$ cat src/sysint_pkg.sv
package sysint_pkg;
	// register indices on the plain port (word addresses)
	localparam logic [5:0] system_control_addr = 6'h00;
	localparam logic [5:0] reset_cause_addr = 6'h01;
	localparam logic [5:0] clock_output_select_addr = 6'h0a;
	localparam logic [5:0] peripheral_clock_rate_addr = 6'h0b;
	localparam logic [5:0] peripheral_clock_enable_low_addr = 6'h0c;
	localparam logic [5:0] peripheral_clock_enable_high_addr = 6'h0d;
	localparam logic [5:0] stop_keepalive_low_addr = 6'h0e;
	localparam logic [5:0] stop_keepalive_high_addr = 6'h0f;
	localparam logic [5:0] short_address_base_high_addr = 6'h10;
	localparam logic [5:0] short_address_base_low_addr = 6'h11;
	localparam logic [5:0] peripheral_protection_addr = 6'h12;
	localparam logic [5:0] port_a_pin_select_low_addr = 6'h13;
	localparam logic [5:0] port_a_pin_select_high_addr = 6'h14;
	localparam logic [5:0] port_b_pin_select_low_addr = 6'h15;
	localparam logic [5:0] port_b_pin_select_high_addr = 6'h16;
	localparam logic [5:0] port_cd_pin_select_addr = 6'h17;
	localparam logic [5:0] modulator_source_select_addr = 6'h18;
	localparam logic [5:0] converter_source_select_addr = 6'h19;
	localparam logic [5:0] timer_source_select_addr = 6'h1a;
	localparam int plain_first = 10;
	localparam int plain_count = 17;
	// control field positions
	localparam int debug_clock_always_on_bit = 5;
	localparam int soft_reset_trigger_bit = 4;
	localparam int stop_field_lo = 2;
	localparam int wait_field_lo = 0;
	localparam int lock_bit = 1;
	localparam int disable_bit = 0;
	// status field positions
	localparam int soft_reset_flag_bit = 6;
	localparam int watchdog_timeout_flag_bit = 5;
	localparam int watchdog_refloss_flag_bit = 4;
	localparam int pin_reset_flag_bit = 3;
	localparam int power_on_flag_bit = 2;
	// values after reset
	localparam logic [15:0] system_control_reset = 16'h0000;
	localparam logic [15:0] reset_cause_reset = 16'h0004;
	localparam logic [15:0] plain_reset = 16'h0000;
	localparam logic [15:0] clock_output_select_reset = 16'h0020;
endpackage : sysint_pkg

$ cat src/system_integration_control_status.sv
`timescale 1ns/10ps
// Overview of operation
// control bit 5 low gates debug clock with test port; high keeps it running
// writing 1 to control bit 4 resets the device; bit reads zero
// stop field 00 lets stop instruction enter stop mode, 01 ignores it
// stop field 10 and 11 act like 00 and 01 and lock the field
// wait field 00 lets wait instruction enter wait mode, 01 ignores it
// wait field 10 and 11 act like 00 and 01 and lock the field
// software writes zero to control bits 15 to 6
// reset status is read-only and records cause of latest reset
// status cleared asynchronously by power-on, then updated synchronously by precedence
// with resets in sequence, only the latest source is shown
// simultaneous sources flag only the highest: power-on, pin, refloss, timeout, soft
// power-on sets its flag; pin held after power-on swaps it for pin flag
// status bit 6 marks a reset caused by the software trigger
// status bit 5 marks watchdog timeout; it selects the watchdog vector
// bit 4 refloss, bit 3 pin, bit 2 power-on; bits 1 to 0 zero
// refloss flag set at code start selects the watchdog vector
// writes to unassigned addresses do nothing; reads return undefined data
// writes to the reset status register are ignored
// a locked field keeps its value on writes until the next reset
module system_integration_control_status
	import sysint_pkg::*;
(
	// clock and resets
	input wire logic mclk,
	input wire logic reset,
	input wire logic power_on_reset,
	input wire logic pin_reset_raw,
	input wire logic watchdog_refloss_reset,
	input wire logic watchdog_timeout_reset,
	// register port
	input wire logic [5:0] addr,
	input wire logic [15:0] wdata,
	input wire logic wr,
	input wire logic rd,
	output logic [15:0] rdata,
	// core and system
	input wire logic debug_port_enabled,
	input wire logic stop_request,
	input wire logic wait_request,
	output logic debug_clock_enable,
	output logic stop_enter,
	output logic wait_enter,
	output logic soft_reset_request,
	output logic use_watchdog_vector,
	// plain configuration out
	output logic [15:0] clock_output_select,
	output logic [15:0] peripheral_clock_rate
);
	logic [15:0] system_control;
	logic [15:0] reset_cause;
	logic [15:0] plain_regs [plain_count];
	logic stop_locked;
	logic wait_locked;
	logic pin_s1, pin_s2, pin_s3;
	logic pin_level;
	logic soft_pending;
	logic [15:0] next_cause;

	function automatic logic hits(input logic [5:0] a, input logic [5:0] target);
		return a == target;
	endfunction : hits

	// pin reset is asynchronous; three stages, change accepted when two agree
	always_ff @(posedge mclk or posedge power_on_reset) begin
		if (power_on_reset) begin
			pin_s1 <= 1'b0;
			pin_s2 <= 1'b0;
			pin_s3 <= 1'b0;
			pin_level <= 1'b0;
		end else begin
			pin_s1 <= pin_reset_raw;
			pin_s2 <= pin_s1;
			pin_s3 <= pin_s2;
			if (pin_s2 == pin_s3) begin
				pin_level <= pin_s3;
			end
		end
	end

	// soft trigger remembered until the system reset arrives
	always_ff @(posedge mclk or posedge power_on_reset) begin
		if (power_on_reset) begin
			soft_pending <= 1'b0;
		end else if (reset) begin
			soft_pending <= 1'b0;
		end else if (wr && hits(addr, system_control_addr) && wdata[soft_reset_trigger_bit]) begin
			soft_pending <= 1'b1;
		end
	end
	assign soft_reset_request = soft_pending;

	// cause encoding by precedence; higher sources win when together
	always_comb begin
		next_cause = 16'h0000;
		if (pin_level) begin
			next_cause[pin_reset_flag_bit] = 1'b1;
		end else if (watchdog_refloss_reset) begin
			next_cause[watchdog_refloss_flag_bit] = 1'b1;
		end else if (watchdog_timeout_reset) begin
			next_cause[watchdog_timeout_flag_bit] = 1'b1;
		end else if (soft_pending) begin
			next_cause[soft_reset_flag_bit] = 1'b1;
		end else begin
			next_cause = reset_cause;
		end
	end

	// status: async clear to power-on value, then only system resets touch it
	always_ff @(posedge mclk or posedge power_on_reset) begin
		if (power_on_reset) begin
			reset_cause <= reset_cause_reset;
		end else if (reset) begin
			reset_cause <= next_cause;
		end
		// bus writes never reach this register
	end

	// control register; locks survive until any reset
	always_ff @(posedge mclk or posedge power_on_reset) begin
		if (power_on_reset) begin
			system_control <= system_control_reset;
			stop_locked <= 1'b0;
			wait_locked <= 1'b0;
		end else if (reset) begin
			system_control <= system_control_reset;
			stop_locked <= 1'b0;
			wait_locked <= 1'b0;
		end else if (wr && hits(addr, system_control_addr)) begin
			// upper bits kept zero whatever software writes
			system_control[debug_clock_always_on_bit] <= wdata[debug_clock_always_on_bit];
			if (!stop_locked) begin
				system_control[stop_field_lo +: 2] <= wdata[stop_field_lo +: 2];
				stop_locked <= wdata[stop_field_lo + lock_bit];
			end
			if (!wait_locked) begin
				system_control[wait_field_lo +: 2] <= wdata[wait_field_lo +: 2];
				wait_locked <= wdata[wait_field_lo + lock_bit];
			end
		end
	end

	// instruction gating; the lock bit does not change the meaning
	assign stop_enter = stop_request
		&& !system_control[stop_field_lo + disable_bit];
	assign wait_enter = wait_request
		&& !system_control[wait_field_lo + disable_bit];
	assign debug_clock_enable = system_control[debug_clock_always_on_bit]
		|| debug_port_enabled;
	assign use_watchdog_vector = reset_cause[watchdog_timeout_flag_bit]
		|| reset_cause[watchdog_refloss_flag_bit];

	// plain storage registers, reset by any reset
	generate
		for (genvar i = 0; i < plain_count; i++) begin : g_plain
			always_ff @(posedge mclk or posedge power_on_reset) begin
				if (power_on_reset) begin
					plain_regs[i] <= (i == 0) ? clock_output_select_reset : plain_reset;
				end else if (reset) begin
					plain_regs[i] <= (i == 0) ? clock_output_select_reset : plain_reset;
				end else if (wr && hits(addr, 6'(plain_first + i))) begin
					plain_regs[i] <= wdata;
				end
			end
		end
	endgenerate
	assign clock_output_select = plain_regs[0];
	assign peripheral_clock_rate = plain_regs[1];

	// read data one cycle after strobe; unmapped reads give zero
	always_ff @(posedge mclk or posedge power_on_reset) begin
		if (power_on_reset) begin
			rdata <= 16'h0000;
		end else if (rd) begin
			if (hits(addr, system_control_addr)) begin
				rdata <= system_control & 16'h002f; // trigger reads zero
			end else if (hits(addr, reset_cause_addr)) begin
				rdata <= reset_cause;
			end else if (addr >= 6'(plain_first) && addr < 6'(plain_first + plain_count)) begin
				rdata <= plain_regs[5'(addr - 6'(plain_first))];
			end else begin
				rdata <= 16'h0000;
			end
		end else begin
			rdata <= 16'h0000;
		end
	end
endmodule : system_integration_control_status

$ cat config.mk
export PLATFORM = sky130hd
export DESIGN_NAME = system_integration_control_status
export DESIGN_NICKNAME = d
export VERILOG_FILES = /design/src/sysint_pkg.sv /design/src/system_integration_control_status.sv
export SDC_FILE = /design/constraint.sdc
export NUM_CORES = 1
export LEC_CHECK = 0
export CORE_AREA = 3 3 199 201
export DETAILED_ROUTE_END_ITERATION = 8
export DIE_AREA = 0 0 202 204
export DONT_BUFFER_PORTS = 1
export GPL_ROUTABILITY_DRIVEN = 0
export HOLD_SLACK_MARGIN = 0.1
export PLACE_DENSITY_LB_ADDON = 0.2
export SYNTH_ARGS = -nofsm -noshare
export SYNTH_HDL_FRONTEND = slang
export SYNTH_SLANG_ARGS = --single-unit
$ cat constraint.sdc
create_clock -name mclk -period 12.3 [get_ports mclk]
set_input_delay 2.46 -clock mclk [delete_from_list [all_inputs] [get_ports mclk]]
set_output_delay 2.46 -clock mclk [all_outputs]
set_load 0.05 [all_outputs]
==> flow_metrics.env, run 1 <==
export IMPL_cts_resized=0
export IMPL_synth_commonest_cells="303 x dfrtp_1, 263 x mux2i_1, 258 x nor2_1"
export IMPL_cp_num_buf_inv=0
export IMPL_required_ns=9.84
export IMPL_dieArea_mm2=0.0412
export IMPL_grt_pass1_wl_um=61400
export IMPL_p_leak_nw=7.44
export IMPL_post_route_period_util=0.458
export IMPL_layout_nets=1284
export IMPL_die_x_um=202
export IMPL_slowest_stage="nor2b_1"
export IMPL_fin_tns_setup_ns=0
export IMPL_cp_cell_sequence="nor2b_1"
export IMPL_ir_worst_vdd_mv=0.108
export IMPL_finClkSkew_ns=0.0111
export IMPL_grt_ovfl_total=0
export IMPL_cts_sinks=305
export IMPL_utilization=0.425
export IMPL_max_clock_freq_mhz=177
export IMPL_wl_met1_um=17400
export IMPL_hold_class="reg2reg"
export IMPL_hpwlAfterDp_um=23000
export IMPL_tritoncts="yes"
export IMPL_first_global_vias=10010
export IMPL_synth_avg_cell_area_um2=11.1
export IMPL_vias_per_cell=5.42
export IMPL_synthDistinctLibCells=59
export IMPL_path_delay_family="simple AND/OR/NAND/NOR gates"
export IMPL_clock_latency_ns=0.52
export IMPL_syn_to_final_growth_pct=6.51
export IMPL_postCtsSetupRepairBufs=0
export IMPL_clock_root_buffer="clkbuf_16"
export IMPL_wl_met3_um=1940
export IMPL_post_place_ws_ns=6.66
export IMPL_antenna_found_initial=0
export IMPL_coreArea_mm2=0.0378
export IMPL_maxUsedRoutingLayer="met4"
export IMPL_status="complete, no violations"
export IMPL_wl_per_cell_um=21.8
export IMPL_clk_pin_slew_worst_paths_ns=0.06
export IMPL_grt_max_degree=290
export IMPL_grt_util_all_layers=0.191
export IMPL_layout_drive_gt1_share=0.111
export IMPL_core_rowCount=71
export IMPL_postCtsHoldBufs=0
export IMPL_ys_warnings_count=0
export IMPL_slew_viol_final=0
export IMPL_worstSetupPathType="in2out"
export IMPL_maxSlewHeadroom=0.247
export IMPL_synth_area_leader_cell="dfrtp_1"
export IMPL_initial_core_util=0.399
export IMPL_holdWs_ns=0.345
export IMPL_drt_iter0_drc=721
export IMPL_worstSetupStartpointType="input port"
export IMPL_rsz0062_at_grt="false"
export IMPL_p_per_area_mw_per_mm2=132
export IMPL_synth_net_count=1388
export IMPL_synth_top_cell_area_share=0.503
export IMPL_synth_edf_count=0
export IMPL_synth_area_mm2=0.0151
export IMPL_setup_ws_ns=6.66
export IMPL_die_h_um=204
export IMPL_ys_ff_latch=305
export IMPL_num_vias=9672
export IMPL_finalSetupViolCount=0
export IMPL_hold_viol_final=0
export IMPL_dr_pass1_iters=7
export IMPL_async_reset_ff_frac=1.00
export IMPL_remaining_drc_errors=0
export IMPL_n_antenna_cell=0
export IMPL_synth_area_leaders="dfrtp_1 50%, mux2i_1 17%, mux4_2 7.8%"
export IMPL_ant_nets=0
export IMPL_cp_slowest_stage_delay_ns=0.72
export IMPL_worst_pin_slew_ns=1.13
export IMPL_crit_arrival_ns=3.18
export IMPL_cts_buffers=35
export IMPL_synth_most_common_cell="dfrtp_1"
export IMPL_io_buffers=0
export IMPL_clock_path_buffers=3
export IMPL_crit_fanout=1
export IMPL_ys_flop_type="dfrtp_1"
export IMPL_synth_cells=1354
export IMPL_totalWireLength_um=38900
export IMPL_n_fill_cell=3566
export IMPL_period_needed_ns=5.64
export IMPL_pin_count=86
export IMPL_htree_levels=2
export IMPL_ys_seq_area_frac=0.507
export IMPL_wl_met2_um=18800
export IMPL_cap_viol_max_count=0
export IMPL_endpoint_kind="primary output"
## placed cells by master (no fill, tap or decap), drive strengths merged, types with 9 or more instances in the layout
cell type and n:
a21oi 69, and3 9, buf 11, clkbuf 54, dfrtp 303, mux2i 263
mux4 52, nand2 109, nand3 21, nor2 267, nor2b 10, o21ai 16
## logic make-up (layout without fill, tap and decap cells)
logic type,after synthesis,count (layout),share of synthesized area
AND/OR/NAND/NOR,435,435,0.122
multiplexers,319,319,0.255
flip-flops,305,305,0.507
buffers and inverters,158,76,0.0581
AO/OA/AOI/OAI,131,131,0.0533
XOR/XNOR,4,4,0.00282
adder cells (fa/ha/maj),2,2,0.00149
## cell type report
type / count / area, um2 / area share
Sequential cell: 305 / 7630 / 0.476
Multi-Input combinational cell: 891 / 6580 / 0.410
Clock buffer: 54 / 1050 / 0.0654
Tap cell: 511 / 639 / 0.0398
Timing Repair Buffer: 11 / 95.1 / 0.00592
Inverter: 6 / 30.0 / 0.00187
Clock inverter: 5 / 27.5 / 0.00171
## metrics by stage
stage	instances	power [mW]	instance area (um2)
floorplan	1354	1.15	15100
global placement	1724	1.14	15000
detailed placement	1724	1.14	15000
CTS	1783	2.14	16100
global route	1783	2.20	16100
finish	1783	2.11	16100
## power by group
| part | switching (mW) | total [mW] | internal, mW |
|---|---|---|---|
| sequential | 0.0135 | 1.02 | 1.01 |
| combinational | 0.0646 | 0.0979 | 0.0333 |
| clock | 0.408 | 0.993 | 0.585 |
| total | 0.486 | 2.11 | 1.63 |
## sequential cells by signal, summed over array words and instances, names as in the netlist, 5 cells and up
name	count
system_control	5
plain_regs	240
clock_output_select	16
peripheral_clock_rate	16
reset_cause	5
rdata	16
## worst paths after layout
check | startpoint | cells past startpoint | slack, ns | to
worst max-delay path | stop_request | 1 | 6.66 | stop_enter
worst min-delay path | pin_s1 | 0 | 0.35 | pin_s2
worst max register to register | clock_output_select[7] | 4 | 10.34 | rdata[7]
worst min register to register | pin_s1 | 0 | 0.35 | pin_s2
max in group asynchronous | power_on_reset | 2 | 8.76 | plain_regs[5]
min in group asynchronous | power_on_reset | 1 | 1.98 | plain_regs[28]
## metal layers
metal / up-vias / GRT usage
met5: - / 0
met4: 0 / 0.0449
met3: 43 / 0.0347
li1: 4428 / -
met2: 211 / 0.313
met1: 4990 / 0.265
No activity file was read; power rests on OpenSTA's default activity.
==> run 2: changes to the inputs <==
--- a/config.mk
+++ b/config.mk
@@ -5,9 +5,10 @@
 export SDC_FILE = /design/constraint.sdc
 export NUM_CORES = 1
 export LEC_CHECK = 0
-export CORE_AREA = 3 3 199 201
+export ABC_AREA = 1
+export CORE_AREA = 3 3 194 196
 export DETAILED_ROUTE_END_ITERATION = 8
-export DIE_AREA = 0 0 202 204
+export DIE_AREA = 0 0 197 199
 export DONT_BUFFER_PORTS = 1
 export GPL_ROUTABILITY_DRIVEN = 0
 export HOLD_SLACK_MARGIN = 0.1
==> constraint.sdc (replaced) <==
create_clock -name mclk -period 5.8 [get_ports mclk]
set_input_delay 1.16 -clock mclk [delete_from_list [all_inputs] [get_ports mclk]]
set_output_delay 1.16 -clock mclk [all_outputs]
set_load 0.05 [all_outputs]
==> run 2 against run 1 <==
Against the previous run: register-to-register slack worse by 6.2 ns; critical path depth increased by 7; combinational power rose to 6.3 times the previous value; wire length increased by 5.6%; largest cell class unchanged.
==> flow_metrics.env, run 2 <==
export IMPL_synthSimpleGateAreaFrac=0.223
export IMPL_ir_worst_vdd_mv=0.199
export IMPL_status="complete, no violations"
export IMPL_postCtsHoldBufs=0
export IMPL_cp_cell_sequence="nor2_4 -> inv_2 -> nor2_1 -> nand2_1 -> nand2_1 -> clkinv_1 -> nand2_1 -> o21ai_0"
export IMPL_reg2reg_depth=10
export IMPL_regMostFlops="plain_regs"
export IMPL_syn_to_final_growth_pct=8.06
export IMPL_worst_pin_slew_ns=1.13
export IMPL_synth_compound_area_share=0.147
export IMPL_synthMuxAreaShare=0
export IMPL_rsz0062_at_grt="false"
export IMPL_layout_drive_gt1_share=0.0665
export IMPL_place_inst=2168
export IMPL_synth_commonest_cells="581 x nand2_1, 307 x o21ai_0, 303 x dfrtp_1"
export IMPL_regToRegStartpoint="clock_output_select[5]"
export IMPL_grt_pass1_wl_um=64000
export IMPL_remaining_drc_errors=0
export IMPL_layout_cells_non_filler=2228
export IMPL_synthAdderAreaFrac=0.00156
export IMPL_tritoncts="yes"
export IMPL_max_clock_freq_mhz=290
export IMPL_synthDistinctLibCells=38
export IMPL_layout_nets=1770
export IMPL_slew_viol_final=0
export IMPL_vias_per_cell=5.12
export IMPL_period_needed_ns=3.45
export IMPL_postPlaceCellArea_mm2=0.0145
export IMPL_ys_seq_area_frac=0.530
export IMPL_async_reset_ff_frac=1.00
export IMPL_dr_pass1_iters=5
export IMPL_clock_root_buffer="clkbuf_16"
export IMPL_slowest_stage="nor2_4"
export IMPL_endpoint="plain_regs[32]"
export IMPL_first_global_vias=10648
export IMPL_synth_xor_area_frac=0.00304
export IMPL_hold_viol_final=0
export IMPL_synth_edf_count=0
export IMPL_io_buffers=0
export IMPL_ys_ff_latch=305
export IMPL_synth_top_cell_area_share=0.527
export IMPL_ys_flop_type="dfrtp_1"
export IMPL_finalSetupViolCount=0
export IMPL_clock_latency_ns=0.52
export IMPL_wl_per_cell_um=18.4
export IMPL_n_fill_cell=3656
export IMPL_die_x_um=197
export IMPL_post_route_period_util=0.595
export IMPL_largest_reg_flops=240
export IMPL_synth_avg_cell_area_um2=7.90
export IMPL_drt_iter0_drc=1053
export IMPL_fin_tns_setup_ns=0
export IMPL_worstSetupStartpointType="input port"
export IMPL_clock_path_buffers=3
export IMPL_grt_max_degree=149
export IMPL_p_per_area_mw_per_mm2=332
export IMPL_finClkSkew_ns=0.0202
export IMPL_antenna_found_initial=0
export IMPL_cp_common_cell="nand2_1"
export IMPL_endpoint_kind="register"
export IMPL_cts_sinks=305
export IMPL_cap_viol_max_count=0
export IMPL_totalWireLength_um=41100
export IMPL_maxSlewHeadroom=0.247
export IMPL_worstSetupStartpoint="addr[0]"
export IMPL_grt_util_all_layers=0.210
export IMPL_regArea_mm2=0.00763
export IMPL_worstSetupPathType="in2reg"
export IMPL_die_h_um=199
export IMPL_multi_input_area_mm2=0.00544
export IMPL_synth_most_common_cell="nand2_1"
export IMPL_hpwlAfterDp_um=26300
export IMPL_synth_cells=1822
export IMPL_crit_fanout=68
export IMPL_cts_resized=0
export IMPL_p_leak_nw=7.37
export IMPL_htree_levels=2
export IMPL_coreArea_mm2=0.0363
export IMPL_crit_arrival_ns=3.81
export IMPL_hold_class="reg2reg"
export IMPL_synth_area_leader_cell="dfrtp_1"
export IMPL_ys_warnings_count=0
export IMPL_holdWs_ns=0.347
export IMPL_postCtsSetupRepairBufs=0
export IMPL_ant_nets=0
export IMPL_n_antenna_cell=0
export IMPL_synth_net_count=1856
export IMPL_worstReg2RegEnd="rdata[5]"
export IMPL_initial_core_util=0.397
export IMPL_mostFrequentLayoutCells="581 x nand2_1, 307 x o21ai_0, 303 x dfrtp_1, 160 x inv_1, 110 x nor2_1"
export IMPL_reg2reg_slack_ns=4.12
export IMPL_utilization=0.429
export IMPL_cts_buffers=34
export IMPL_cp_slowest_stage_delay_ns=0.63
export IMPL_dieArea_mm2=0.0392
export IMPL_grt_ovfl_total=0
export IMPL_synth_area_mm2=0.0144
export IMPL_pin_count=86
export IMPL_synth_area_leaders="dfrtp_1 53%, nand2_1 15%, o21ai_0 11%"
export IMPL_final_area_mm2=0.0156
export IMPL_required_ns=6.15
export IMPL_final_common_cell="nand2_1"
export IMPL_core_rowCount=70
export IMPL_num_vias=11407
export IMPL_synth_top_family_by_area="simple AND/OR/NAND/NOR gates"
export IMPL_clk_pin_slew_worst_paths_ns=0.06
[run 2: cell count changes after synthesis, moves of 10 or more]
cell	previous run	this run
a21oi_1	69	36
buf_2	19	30
buf_6	12	1
inv_1	4	161
mux2i_1	263	0
mux4_2	52	0
nand2_1	109	581
nand3_1	17	76
nor2_1	258	111
nor3_1	1	11
o21ai_0	16	307
o22a_1	0	11
[run 2: final cells by class]
cell class | instances | share of cell area
Sequential cell | 305 | 0.491
Timing Repair Buffer | 22 | 0.0114
Multi-Input combinational cell | 1201 | 0.350
Clock inverter | 7 | 0.00249
Tap cell | 468 | 0.0376
Inverter | 172 | 0.0418
Clock buffer | 53 | 0.0658
[run 2: metrics by stage]
stage / setup WS [ns] / power (mW)
final: 2.35 / 5.16
after global routing: 2.14 / 5.39
after CTS: 2.45 / 5.21
after detailed placement: 1.93 / 3.12
after global placement: 2.04 / 3.11
after floorplan: 0.585 / 2.97
[run 2: cell families (layout without fill, tap and decap cells)]
kind of cell               count (synthesis)  count (layout)
adders and majority gates                  2               2
buffers and inverters                    316             254
DFF                                      305             305
and+or+nand+nor                          802             802
xor gates and xnor gates                   2               2
AOI/OAI and AO/OA                        395             395
[run 2: worst min path at each step]
stage                start  endpoint  slack (ns)  cells after the start
floorplan           pin_s1    pin_s2        0.33                      0
detailed placement  pin_s1    pin_s2        0.34                      0
CTS                 pin_s1    pin_s2        0.35                      0
global route        pin_s1    pin_s2        0.35                      0
global placement    pin_s1    pin_s2        0.33                      0
finish              pin_s1    pin_s2        0.35                      0
[run 2: per-layer routing]
layer  wire length, um  track usage
met4              1050       0.0636
met2             18400        0.323
met3              2400       0.0324
met1             19300        0.307
met5                 0            0
[run 2: critical path, delay by kind of cell]
kind / cells / cell delay [ns]
AO/OA/AOI/OAI: 1 / 0.08
buffers and inverters: 2 / 0.77
AND/OR/NAND/NOR: 5 / 1.75
[run 2: where the power goes]
| group | internal [mW] | switching [mW] |
|---|---|---|
| clock | 1.21 | 0.866 |
| combinational | 0.177 | 0.437 |
| sequential | 2.29 | 0.180 |
